**config.mk**
```make
export PLATFORM = sky130hd
export DESIGN_NAME = cdbu_core
export DESIGN_NICKNAME = d
export VERILOG_FILES = /design/src/hdl/cdbu_pkg.sv /design/src/hdl/cdbu_core.sv /design/src/hdl/cdbu_match_unit.sv
export SDC_FILE = /design/constraint.sdc
export NUM_CORES = 2
export LEC_CHECK = 0
export BUFFER_PORTS_ARGS = -buffer_cell sky130_fd_sc_hd__buf_2
export CAP_MARGIN = 20
export CELL_PAD_IN_SITES_DETAIL_PLACEMENT = 1
export CELL_PAD_IN_SITES_GLOBAL_PLACEMENT = 2
export CORE_ASPECT_RATIO = 1.75
export CORE_MARGIN = 3
export CORE_UTILIZATION = 38
export DETAILED_ROUTE_END_ITERATION = 8
export PLACE_DENSITY_LB_ADDON = 0.05
export SLEW_MARGIN = 20
export SYNTH_ARGS = -nofsm -noshare
export SYNTH_HDL_FRONTEND = slang
export SYNTH_SLANG_ARGS = --single-unit
```
**constraint.sdc**
```tcl
create_clock -name core_clk_i -period 43.7 [get_ports core_clk_i]
set_clock_uncertainty 0.1 [all_clocks]
set_input_delay 8.74 -clock core_clk_i [delete_from_list [all_inputs] [get_ports core_clk_i]]
set_output_delay 8.74 -clock core_clk_i [all_outputs]
set_load 0.005 [all_outputs]
```
**src/hdl/cdbu_pkg.sv**
```systemverilog
// constants shared by the debug breakpoint unit
package cdbu_pkg;
   // ===========================================================
   // register numbers (8-bit processor-status register index)
   localparam logic [7:0] REG_STATUS_OFS = 8'h10;
   localparam logic [7:0] REG_SAVED_PC_OFS = 8'h11;
   localparam logic [7:0] REG_SAVED_SP_OFS = 8'h12;
   localparam logic [7:0] REG_FETCH_THREAD_OFS = 8'h13;
   localparam logic [7:0] REG_FETCH_INDEX_OFS = 8'h14;
   localparam logic [7:0] REG_CAUSE_OFS = 8'h15;
   localparam logic [7:0] REG_DATA_OFS = 8'h16;
   localparam logic [7:0] REG_STOP_MASK_OFS = 8'h18;
   localparam logic [7:0] REG_SCRATCH_OFS = 8'h20;
   localparam logic [7:0] REG_IBRK_ADDR_OFS = 8'h30;
   localparam logic [7:0] REG_IBRK_CTRL_OFS = 8'h40;
   localparam logic [7:0] REG_DWATCH_A_OFS = 8'h50;
   localparam logic [7:0] REG_DWATCH_B_OFS = 8'h60;
   localparam logic [7:0] REG_DWATCH_CTRL_OFS = 8'h70;
   localparam logic [7:0] REG_RWATCH_MASK_OFS = 8'h80;
   localparam logic [7:0] REG_RWATCH_VALUE_OFS = 8'h90;
   // ===========================================================
   // field positions
   localparam int CTRL_ENABLE_BIT = 0;
   localparam int CTRL_MODE_BIT = 1;
   localparam int CTRL_LOAD_BIT = 2;
   localparam int CTRL_THREAD_LSB = 16;
   localparam int CAUSE_THREAD_LSB = 8;
   localparam int CAUSE_INDEX_LSB = 16;
   localparam logic [31:0] STATUS_RW_MASK = 32'h000006DF;
   // ===========================================================
   // reset values
   localparam logic [31:0] CTRL_RESET = 32'h00000000;
   localparam logic [31:0] WORD_RESET = 32'h00000000;
   // ===========================================================
   // debug entry causes
   typedef enum logic [2:0] {
      CDBU_CAUSE_NONE = 3'h0,
      CDBU_CAUSE_HOST = 3'h1,
      CDBU_CAUSE_CALL = 3'h2,
      CDBU_CAUSE_IBRK = 3'h3,
      CDBU_CAUSE_DWATCH = 3'h4,
      CDBU_CAUSE_RWATCH = 3'h5
   } cdbu_cause_type;
   // debug mode state
   typedef enum logic [0:0] {
      CDBU_RUN = 1'b0,
      CDBU_HALTED = 1'b1
   } cdbu_state_type;
endpackage

```
**src/hdl/cdbu_core.sv**
```systemverilog
// debug entry capture, debug registers and breakpoint matching
`timescale 1ns/1ps
`default_nettype none
module cdbu_core
   import cdbu_pkg::*;
#(
   parameter int NUM_POINTS = 4,
   parameter int THREADS = 8,
   parameter int SCRATCH_WORDS = 8
) (
   input wire logic core_clk_i,
   input wire logic reset_i,
   // register port
   input wire logic reg_wr_i,
   input wire logic reg_rd_i,
   input wire logic [7:0] reg_addr_i,
   input wire logic [31:0] reg_wdata_i,
   output logic [31:0] reg_rdata_o,
   output logic reg_rvalid_o,
   // tile configuration port onto the shared scratch words
   input wire logic cfg_wr_i,
   input wire logic [2:0] cfg_index_i,
   input wire logic [31:0] cfg_wdata_i,
   output logic [31:0] cfg_rdata_o,
   // executing thread state
   input wire logic [2:0] thread_i,
   input wire logic instr_valid_i,
   input wire logic [31:0] pc_i,
   input wire logic mem_valid_i,
   input wire logic mem_load_i,
   input wire logic [31:0] mem_addr_i,
   input wire logic res_valid_i,
   input wire logic [31:0] res_id_i,
   // saved state of the thread on entry
   input wire logic [31:0] saved_program_counter_i,
   input wire logic [31:0] saved_stack_pointer_i,
   input wire logic [31:0] saved_status_word_i,
   // other debug entry sources
   input wire logic host_request_i,
   input wire logic debug_call_instruction_i,
   input wire logic debug_return_i,
   output logic debug_entry_o,
   output logic debug_mode_o,
   output logic [THREADS-1:0] thread_stop_o
);
   // elaboration check: the register map is laid out for four points, eight threads, eight words
   if (NUM_POINTS != 4 || THREADS != 8 || SCRATCH_WORDS != 8) begin : g_bad_size
      $error("cdbu_core supports four points, eight threads, eight scratch words only");
   end
   cdbu_state_type state_r;
   logic [31:0] status_r;
   logic [31:0] saved_pc_r;
   logic [31:0] saved_sp_r;
   logic [7:0] fetch_thread_r;
   logic [4:0] fetch_index_r;
   logic [2:0] cause_code_r;
   logic [7:0] cause_thread_r;
   logic [1:0] cause_index_r;
   logic [31:0] entry_data_r;
   logic [7:0] stop_mask_r;
   logic [31:0] scratch_r [SCRATCH_WORDS];
   logic [31:0] ibrk_addr_r [NUM_POINTS];
   logic [31:0] ibrk_ctrl_r [NUM_POINTS];
   logic [31:0] dw_a_r [NUM_POINTS];
   logic [31:0] dw_b_r [NUM_POINTS];
   logic [31:0] dw_ctrl_r [NUM_POINTS];
   logic [31:0] rw_mask_r [NUM_POINTS];
   logic [31:0] rw_value_r [NUM_POINTS];
   logic [NUM_POINTS-1:0] ibrk_hit;
   logic [NUM_POINTS-1:0] dw_hit;
   logic [NUM_POINTS-1:0] rw_hit;
   logic entry_nxt;
   cdbu_cause_type cause_nxt;
   logic [1:0] index_nxt;
   logic [7:0] thread_nxt;
   logic [31:0] data_nxt;
   logic [31:0] rdata_nxt;
   logic [3:0] bank_sel;
   logic [2:0] scr_sel;
   // ===========================================================
   // comparators, three per breakpoint slot: instruction, data and resource, the resource one never armed as its control is tied to zero
   genvar gi;
   generate
      for (gi = 0; gi < NUM_POINTS; gi++) begin : g_pt
         cdbu_match_unit #(.THREADS(THREADS)) u_ibrk (
            .ctrl_i(ibrk_ctrl_r[gi]), .word_a_i(ibrk_addr_r[gi]), .word_b_i(WORD_RESET),
            .thread_i(thread_i), .instr_valid_i(instr_valid_i), .pc_i(pc_i),
            .mem_valid_i(1'b0), .mem_load_i(1'b0), .mem_addr_i(WORD_RESET),
            .res_valid_i(1'b0), .res_id_i(WORD_RESET),
            .ibrk_hit_o(ibrk_hit[gi]), .dwatch_hit_o(), .rwatch_hit_o());
         cdbu_match_unit #(.THREADS(THREADS)) u_dw (
            .ctrl_i(dw_ctrl_r[gi]), .word_a_i(dw_a_r[gi]), .word_b_i(dw_b_r[gi]),
            .thread_i(thread_i), .instr_valid_i(1'b0), .pc_i(WORD_RESET),
            .mem_valid_i(mem_valid_i), .mem_load_i(mem_load_i), .mem_addr_i(mem_addr_i),
            .res_valid_i(1'b0), .res_id_i(WORD_RESET),
            .ibrk_hit_o(), .dwatch_hit_o(dw_hit[gi]), .rwatch_hit_o());
         cdbu_match_unit #(.THREADS(THREADS)) u_rw (
            .ctrl_i(32'h00000000), .word_a_i(rw_mask_r[gi]), .word_b_i(rw_value_r[gi]),
            .thread_i(thread_i), .instr_valid_i(1'b0), .pc_i(WORD_RESET),
            .mem_valid_i(1'b0), .mem_load_i(1'b0), .mem_addr_i(WORD_RESET),
            .res_valid_i(res_valid_i), .res_id_i(res_id_i),
            .ibrk_hit_o(), .dwatch_hit_o(), .rwatch_hit_o(rw_hit[gi]));
      end
   endgenerate
   // ===========================================================
   // entry arbitration: host, call, then hardware points lowest first
   always_comb begin
      entry_nxt = 1'b0;
      cause_nxt = CDBU_CAUSE_NONE;
      index_nxt = 2'h0;
      thread_nxt = {5'h00, thread_i};
      data_nxt = entry_data_r;
      if (state_r == CDBU_RUN) begin
         if (host_request_i) begin
            entry_nxt = 1'b1;
            cause_nxt = CDBU_CAUSE_HOST;
            thread_nxt = 8'h00;
         end else if (debug_call_instruction_i) begin
            entry_nxt = 1'b1;
            cause_nxt = CDBU_CAUSE_CALL;
         end else if (|ibrk_hit) begin
            entry_nxt = 1'b1;
            cause_nxt = CDBU_CAUSE_IBRK;
            for (int i = NUM_POINTS - 1; i >= 0; i--) begin
               if (ibrk_hit[i]) begin
                  index_nxt = 2'(i);
               end
            end
         end else if (|dw_hit) begin
            entry_nxt = 1'b1;
            cause_nxt = CDBU_CAUSE_DWATCH;
            data_nxt = mem_addr_i;
            for (int i = NUM_POINTS - 1; i >= 0; i--) begin
               if (dw_hit[i]) begin
                  index_nxt = 2'(i);
               end
            end
         end else if (|rw_hit) begin
            entry_nxt = 1'b1;
            cause_nxt = CDBU_CAUSE_RWATCH;
            data_nxt = res_id_i;
            for (int i = NUM_POINTS - 1; i >= 0; i--) begin
               if (rw_hit[i]) begin
                  index_nxt = 2'(i);
               end
            end
         end
      end
   end
   // ===========================================================
   // debug mode state: entry halts, return resumes
   always_ff @(posedge core_clk_i or posedge reset_i) begin
      if (reset_i) begin
         state_r <= CDBU_RUN;
         debug_entry_o <= 1'b0;
         debug_mode_o <= 1'b0;
      end else begin
         debug_entry_o <= entry_nxt;
         case (state_r)
            CDBU_RUN: begin
               if (entry_nxt) begin
                  state_r <= CDBU_HALTED;
                  debug_mode_o <= 1'b1;
               end
            end
            CDBU_HALTED: begin
               if (debug_return_i) begin
                  state_r <= CDBU_RUN;
                  debug_mode_o <= 1'b0;
               end
            end
            default: begin
               state_r <= CDBU_RUN;
               debug_mode_o <= 1'b0;
            end
         endcase
      end
   end
   // stop mask applies outside debug mode only; cleared from the entry edge so it never overlaps debug mode
   always_ff @(posedge core_clk_i or posedge reset_i) begin
      if (reset_i) begin
         thread_stop_o <= '0;
      end else if (entry_nxt || (state_r == CDBU_HALTED && !debug_return_i)) begin
         thread_stop_o <= '0;
      end else begin
         thread_stop_o <= stop_mask_r;
      end
   end
   // ===========================================================
   // captured context and cause; entry wins over a same-cycle write
   always_ff @(posedge core_clk_i or posedge reset_i) begin
      if (reset_i) begin
         saved_pc_r <= WORD_RESET;
         saved_sp_r <= WORD_RESET;
         status_r <= WORD_RESET;
         cause_code_r <= 3'h0;
         cause_thread_r <= 8'h00;
         cause_index_r <= 2'h0;
         entry_data_r <= WORD_RESET;
      end else if (entry_nxt) begin
         saved_pc_r <= saved_program_counter_i;
         saved_sp_r <= saved_stack_pointer_i;
         status_r <= saved_status_word_i & STATUS_RW_MASK;
         cause_code_r <= cause_nxt;
         cause_thread_r <= thread_nxt;
         cause_index_r <= index_nxt;
         entry_data_r <= data_nxt;
      end else if (reg_wr_i) begin
         case (reg_addr_i)
            REG_STATUS_OFS: status_r <= reg_wdata_i & STATUS_RW_MASK;
            REG_SAVED_PC_OFS: saved_pc_r <= reg_wdata_i;
            REG_SAVED_SP_OFS: saved_sp_r <= reg_wdata_i;
            REG_CAUSE_OFS: begin
               cause_code_r <= reg_wdata_i[2:0];
               cause_thread_r <= reg_wdata_i[CAUSE_THREAD_LSB +: 8];
               cause_index_r <= reg_wdata_i[CAUSE_INDEX_LSB +: 2];
            end
            REG_DATA_OFS: entry_data_r <= reg_wdata_i;
            default: ;
         endcase
      end
   end
   // ===========================================================
   // debugger-written operands, stop mask and point settings
   assign bank_sel = reg_addr_i[7:4];
   assign scr_sel = reg_addr_i[2:0];
   always_ff @(posedge core_clk_i or posedge reset_i) begin
      if (reset_i) begin
         fetch_thread_r <= 8'h00;
         fetch_index_r <= 5'h00;
         stop_mask_r <= 8'h00;
         for (int i = 0; i < NUM_POINTS; i++) begin
            ibrk_addr_r[i] <= WORD_RESET;
            ibrk_ctrl_r[i] <= CTRL_RESET;
            dw_a_r[i] <= WORD_RESET;
            dw_b_r[i] <= WORD_RESET;
            dw_ctrl_r[i] <= CTRL_RESET;
            rw_mask_r[i] <= WORD_RESET;
            rw_value_r[i] <= WORD_RESET;
         end
      end else if (reg_wr_i) begin
         if (reg_addr_i == REG_FETCH_THREAD_OFS) fetch_thread_r <= reg_wdata_i[7:0];
         if (reg_addr_i == REG_FETCH_INDEX_OFS) fetch_index_r <= reg_wdata_i[4:0];
         if (reg_addr_i == REG_STOP_MASK_OFS) stop_mask_r <= reg_wdata_i[7:0];
         if (reg_addr_i[3:2] == 2'h0) begin
            case (bank_sel)
               REG_IBRK_ADDR_OFS[7:4]: ibrk_addr_r[reg_addr_i[1:0]] <= reg_wdata_i;
               REG_IBRK_CTRL_OFS[7:4]: ibrk_ctrl_r[reg_addr_i[1:0]] <= reg_wdata_i & 32'h00FF0003;
               REG_DWATCH_A_OFS[7:4]: dw_a_r[reg_addr_i[1:0]] <= reg_wdata_i;
               REG_DWATCH_B_OFS[7:4]: dw_b_r[reg_addr_i[1:0]] <= reg_wdata_i;
               REG_DWATCH_CTRL_OFS[7:4]: dw_ctrl_r[reg_addr_i[1:0]] <= reg_wdata_i & 32'h00FF0007;
               REG_RWATCH_MASK_OFS[7:4]: rw_mask_r[reg_addr_i[1:0]] <= reg_wdata_i;
               REG_RWATCH_VALUE_OFS[7:4]: rw_value_r[reg_addr_i[1:0]] <= reg_wdata_i;
               default: ;
            endcase
         end
      end
   end
   // scratch words shared with the tile configuration port; debug port wins a clash
   always_ff @(posedge core_clk_i or posedge reset_i) begin
      if (reset_i) begin
         for (int i = 0; i < SCRATCH_WORDS; i++) scratch_r[i] <= WORD_RESET;
         cfg_rdata_o <= WORD_RESET;
      end else begin
         if (reg_wr_i && reg_addr_i[7:3] == REG_SCRATCH_OFS[7:3]) begin
            scratch_r[scr_sel] <= reg_wdata_i;
         end else if (cfg_wr_i) begin
            scratch_r[cfg_index_i] <= cfg_wdata_i;
         end
         cfg_rdata_o <= scratch_r[cfg_index_i];
      end
   end
   // ===========================================================
   // read mux, one cycle latency; unmapped numbers read zero
   always_comb begin
      rdata_nxt = WORD_RESET;
      if (reg_addr_i[7:3] == REG_SCRATCH_OFS[7:3]) begin
         rdata_nxt = scratch_r[scr_sel];
      end else if (reg_addr_i[3:2] == 2'h0 && bank_sel >= 4'h3 && bank_sel <= 4'h9) begin
         case (bank_sel)
            REG_IBRK_ADDR_OFS[7:4]: rdata_nxt = ibrk_addr_r[reg_addr_i[1:0]];
            REG_IBRK_CTRL_OFS[7:4]: rdata_nxt = ibrk_ctrl_r[reg_addr_i[1:0]];
            REG_DWATCH_A_OFS[7:4]: rdata_nxt = dw_a_r[reg_addr_i[1:0]];
            REG_DWATCH_B_OFS[7:4]: rdata_nxt = dw_b_r[reg_addr_i[1:0]];
            REG_DWATCH_CTRL_OFS[7:4]: rdata_nxt = dw_ctrl_r[reg_addr_i[1:0]];
            REG_RWATCH_MASK_OFS[7:4]: rdata_nxt = rw_mask_r[reg_addr_i[1:0]];
            REG_RWATCH_VALUE_OFS[7:4]: rdata_nxt = rw_value_r[reg_addr_i[1:0]];
            default: rdata_nxt = WORD_RESET;
         endcase
      end else begin
         case (reg_addr_i)
            REG_STATUS_OFS: rdata_nxt = status_r;
            REG_SAVED_PC_OFS: rdata_nxt = saved_pc_r;
            REG_SAVED_SP_OFS: rdata_nxt = saved_sp_r;
            REG_FETCH_THREAD_OFS: rdata_nxt = {24'h000000, fetch_thread_r};
            REG_FETCH_INDEX_OFS: rdata_nxt = {27'h0000000, fetch_index_r};
            REG_CAUSE_OFS: rdata_nxt = {14'h0000, cause_index_r, cause_thread_r, 5'h00, cause_code_r};
            REG_DATA_OFS: rdata_nxt = entry_data_r;
            REG_STOP_MASK_OFS: rdata_nxt = {24'h000000, stop_mask_r};
            default: rdata_nxt = WORD_RESET;
         endcase
      end
   end
   // registered read answer, zero whenever no read was taken
   always_ff @(posedge core_clk_i or posedge reset_i) begin
      if (reset_i) begin
         reg_rdata_o <= WORD_RESET;
         reg_rvalid_o <= 1'b0;
      end else begin
         reg_rvalid_o <= reg_rd_i;
         reg_rdata_o <= reg_rd_i ? rdata_nxt : WORD_RESET;
      end
   end
endmodule
`default_nettype wire

```
**src/hdl/cdbu_match_unit.sv**
```systemverilog
// one breakpoint comparator: instruction, data or resource flavour
`timescale 1ns/1ps
`default_nettype none
module cdbu_match_unit
   import cdbu_pkg::*;
#(
   parameter int THREADS = 8
) (
   input wire logic [31:0] ctrl_i,
   input wire logic [31:0] word_a_i,
   input wire logic [31:0] word_b_i,
   input wire logic [2:0] thread_i,
   input wire logic instr_valid_i,
   input wire logic [31:0] pc_i,
   input wire logic mem_valid_i,
   input wire logic mem_load_i,
   input wire logic [31:0] mem_addr_i,
   input wire logic res_valid_i,
   input wire logic [31:0] res_id_i,
   output logic ibrk_hit_o,
   output logic dwatch_hit_o,
   output logic rwatch_hit_o
);
   logic armed;
   logic cond_a;
   logic cond_b;
   // ===========================================================
   // gating by global and per-thread enable
   assign armed = ctrl_i[CTRL_ENABLE_BIT] & ctrl_i[CTRL_THREAD_LSB + thread_i];
   // instruction compare, equal or not equal
   assign ibrk_hit_o = armed & instr_valid_i &
      ((pc_i == word_a_i) ^ ctrl_i[CTRL_MODE_BIT]);
   // data conditions: A is address at or above first, B at or below second
   assign cond_a = mem_addr_i >= word_a_i;
   assign cond_b = mem_addr_i <= word_b_i;
   // stores always qualify, loads only when enabled
   assign dwatch_hit_o = armed & mem_valid_i & (~mem_load_i | ctrl_i[CTRL_LOAD_BIT]) &
      (ctrl_i[CTRL_MODE_BIT] ? (cond_a | cond_b) : (cond_a & cond_b));
   // masked resource identifier compare
   assign rwatch_hit_o = armed & res_valid_i &
      ((res_id_i & word_a_i) == (word_b_i & word_a_i));
endmodule
`default_nettype wire

```
==> run summary <==
Setup repair after global routing left no endpoint under its margin. For the number of iterations in the first detailed-routing pass, the log shows 6. After synthesis, the most frequently instantiated cells are 1195 x sky130_fd_sc_hd__dfrtp_1, 804 x sky130_fd_sc_hd__o21ai_0, 576 x sky130_fd_sc_hd__nand2_1, 436 x sky130_fd_sc_hd__a22oi_1, 401 x sky130_fd_sc_hd__mux2_2. The logs give 2070 uW for the internal power contribution and 2920 uW for the overall power. The layout overhead on the synthesized area is 13.5%, and the tightest slew margin relative to the limit is 0.111. The analysis attributes to net switching a power of 845 uW. After global routing, the most crowded layer is met2.

The run gives 0.584 as the met2 global-route usage. The run gives 0.0473 as the met3 global-route usage. The most numerous cell in the Yosys netlist was sky130_fd_sc_hd__dfrtp_1. The count of nets left with antenna violations once routing finished came out at 0. The beginning of the worst register-to-register path is ibrk_addr_r[83].

Based on the critical path, the design can be clocked at up to 73.7 MHz. The worst hold path depth is 2. The setup path with the least slack is of type in2reg. For the routing usage on met1, the log shows 0.408.

Once the clock tree was built, the setup fixing pass inserted 0 buffers. In this run the number of H-tree levels came out at 4. The hold path startpoint was rw_value_r[32]. For the total track usage, the log shows 0.343. The fraction of power spent switching nets is 0.289, and the post-route clock period utilization is 0.310. The clock sink count is 1195. The number of port buffers came out at 300. The post-synthesis area per instance is 11.0 um2. Dividing the detail-routed wire length by the instance count gives 36.3 um. The instance area after placement was 67500 um2.

STA classifies the critical path startpoint as an input port. The final-report hold violation count is 0. The clock period could shrink to 13.57 ns.

The number of storage elements in the synthesis netlist is 1195, and the maximum fanout along the worst path is 44. The run gives 0.143 as the combinational cell fraction of total power. In this run, distinct cell masters in the synthesized netlist total 83.

For this design the static power due to leakage is 0.0320 uW. The run gives 0 as the remaining global-route overflow. The number of clock buffers added by TritonCTS is 140. Clock latency on the worst-skew pair, taken at its later pin, is 0.81 ns. Across all layers, the routed design uses 51100 vias.

Global-route wire length before repair: 420 mm. After synthesis, the cell types taking the most area are sky130_fd_sc_hd__dfrtp_1 47%, sky130_fd_sc_hd__mux4_2 9.3%, sky130_fd_sc_hd__mux2_2 7.1%. The synthesized design spends more area on one cell type than any other, namely sky130_fd_sc_hd__dfrtp_1. The number of pins with negative max-slew slack in the final report came out at 0.

Row generation in the floorplan step produced 197 rows. Summed over all layers, the routed wires come to 297 mm. Area share of the largest cell type after synthesis: 0.471. The async set-reset flop share out of synthesis came out at 1.00. The logs give 0 for the final setup violation count and 29 for the initial antenna violation count. STA puts the critical path data required time at 44.27 ns.

In the synthesized netlist the dominant register cell turns out to be sky130_fd_sc_hd__dfrtp_1. Endpoint of the most critical register-to-register path: status_r[1]. The ratio of total power to cell area was 40.5 nW/um2; the sequential fraction of design power was 0.446. Synthesis produced a netlist with a net count of 6304. Detailed placement ended at an HPWL of 208 mm. The starting density of the core was 0.384. The post-synth design cell area is 63500 um2.

The logs give 5766 for the number of standard cells after synthesis and 0 ns for the total negative slack for setup checks. The floorplan step defined a die boundary enclosing 172000 um2. For this design the top-level I/O count stands at 357. The violation count after the first detailed-route iteration is 4430, and the share of cells above drive strength 1 is 0.237. At the pin with the least slew margin, the transition time is 1.32 ns. The die outline height is 547 um, and the setup slack of the most critical reg-to-reg path is 37.91 ns. IR analysis of the VDD net gives a maximum drop of 0.0000278 V.

Dividing the detail-routed via count by the number of cells gives 6.23. The run gives 0.412 as the fraction of power consumed by the clock network. The die outline width was 315 um; the fill cell total of the finished layout was 17700. The clock slew seen by the registers of the worst setup and hold paths was 0.06 ns. For the largest net degree at the start of global routing, the log shows 169. The logs give 0.943 for the routability congestion estimate from global placement and 0 for the cts-stage hold buffer count. The tree is rooted in a sky130_fd_sc_hd__clkbuf_16.

The post-layout instance area came out at 72100 um2. The total of cells resized after clock tree synthesis is 0, and the endpoint arrival time on the critical path is 14.13 ns. TritonCTS built the clock tree.

For hold timing, the worst endpoint is rw_value_r[32]. Length in cells of the worst reg-to-reg path: 13. The path class of the tightest hold or removal check is reg2reg. In this run, synthesis inferred 0 flip-flops with an integrated enable.

The logs give 0 for the warning count from the yosys run and 54000 for the number of global-route vias before repair. For the area of the placeable core, the log shows 165000 um2. The run finished with clean final reports. The kind of end point of the critical path was a flop. Max-cap violations in this run came to 0. The number of design rule violations left after detail routing was 0. For this run, the post-layout net count is 6433. Largest buffer count on any clock path: 4. The fraction of the yosys area taken by sequential cells is 0.471.
-- power by group through the flow --
| stage | sequential, uW | clock, uW | combinational [uW] |
|---|---|---|---|
| global route | 1310 | 1270 | 453 |
| finish | 1300 | 1200 | 416 |
| global placement | 1310 | 0 | 406 |
| detailed placement | 1320 | 0 | 416 |
| CTS | 1300 | 1220 | 418 |
| floorplan | 1280 | 0 | 255 |
-- worst max path at each step --
| stage | startpoint | end | cells past startpoint |
|---|---|---|---|
| 2_1_floorplan | reset_i | cause_code_r[0] | 1 |
| 3_3_place_gp | mem_addr_i[15] | status_r[4] | 16 |
| 3_5_place_dp | mem_addr_i[0] | status_r[6] | 17 |
| 4_1_cts | mem_addr_i[0] | status_r[0] | 17 |
| 5_1_grt | mem_addr_i[0] | status_r[1] | 17 |
| 6_report | mem_addr_i[0] | status_r[1] | 17 |
-- stage by stage --
stage / utilization / hold slack, ns / std cells / worst slack [ns]
2_1_floorplan: - / 0.345 / 5766 / 1.20
3_3_place_gp: 0.408 / 0.356 / 7940 / 29.29
3_5_place_dp: 0.408 / 0.365 / 7941 / 29.36
4_1_cts: 0.435 / 0.379 / 8176 / 30.15
5_1_grt: 0.435 / 0.389 / 8179 / 30.04
6_report: 0.436 / 0.377 / 8193 / 30.13
-- layout by cell type (no fill, tap or decap), drive strengths merged, types with 101 or more instances in the layout --
| cell type | synthesis | final |
|---|---|---|
| mux2i | 102 | 102 |
| mux4 | 261 | 261 |
| ha | 256 | 256 |
| o21ai | 808 | 808 |
| a21oi | 137 | 137 |
| mux2 | 401 | 401 |
| dfrtp | 1195 | 1195 |
| clkbuf | 371 | 197 |
| buf | 94 | 452 |
| inv | 348 | 346 |
| nand4 | 101 | 101 |
| a22oi | 436 | 436 |
| nand2 | 577 | 577 |
-- logic make-up after synthesis --
| group | after synthesis | synth area share |
|---|---|---|
| xor+xnor | 131 | 0.0181 |
| flops | 1195 | 0.471 |
| mux | 764 | 0.180 |
| fa+ha+maj | 257 | 0.0506 |
| simple gates | 945 | 0.0671 |
| compound gates | 1661 | 0.164 |
| buf+inv | 813 | 0.0495 |
-- registers in the layout, indices dropped and copies added, names as in the netlist, 2 cells and up --
register / count
cause_thread_r: 8
fetch_thread_r: 8
dw_b_r: 128
fetch_index_r: 5
dw_ctrl_r: 44
rw_value_r: 128
rw_mask_r: 128
cfg_rdata_o: 32
ibrk_ctrl_r: 40
ibrk_addr_r: 128
entry_data_r: 32
thread_stop_o: 8
scratch_r: 256
status_r: 9
reg_rdata_o: 32
stop_mask_r: 8
saved_sp_r: 32
cause_index_r: 2
saved_pc_r: 32
dw_a_r: 128
cause_code_r: 3
-- critical path, cell delays in order --
cell and delay (ns):
sky130_fd_sc_hd__buf_2 0.08, sky130_fd_sc_hd__inv_1 0.03, sky130_fd_sc_hd__buf_4 0.21, sky130_fd_sc_hd__ha_1 0.32, sky130_fd_sc_hd__nor2b_1 0.04, sky130_fd_sc_hd__o21ai_0 0.35
sky130_fd_sc_hd__a21oi_1 0.26, sky130_fd_sc_hd__o21ai_0 0.86, sky130_fd_sc_hd__a31o_2 0.33, sky130_fd_sc_hd__or3_1 0.30, sky130_fd_sc_hd__a31oi_2 0.29, sky130_fd_sc_hd__a31oi_4 0.24
sky130_fd_sc_hd__buf_4 0.41, sky130_fd_sc_hd__nor2_4 0.10, sky130_fd_sc_hd__inv_2 0.56, sky130_fd_sc_hd__buf_4 0.53, sky130_fd_sc_hd__mux2_2 0.39
-- cell type report --
class | instances | area, um2 | area share
inverter | 348 | 1310 | 0.0182
tap | 2189 | 2740 | 0.0380
sequential | 1195 | 29900 | 0.415
clock buffer | 197 | 4100 | 0.0569
clock inverter | 38 | 403 | 0.00559
antenna | 16 | 40.0 | 0.000556
timing repair buffer | 452 | 2770 | 0.0384
multi-input combinational | 3758 | 30800 | 0.427
-- layer usage --
layer | share of wire | vias to the layer above | wire length [um]
met2 | 0.50 | 1918 | 147000
met1 | 0.37 | 27100 | 111000
met4 | 0.075 | 16 | 22200
li1 | - | 21500 | -
met5 | 0.00027 | - | 81
met3 | 0.054 | 624 | 16100
No activity file was read; power rests on OpenSTA's default activity.
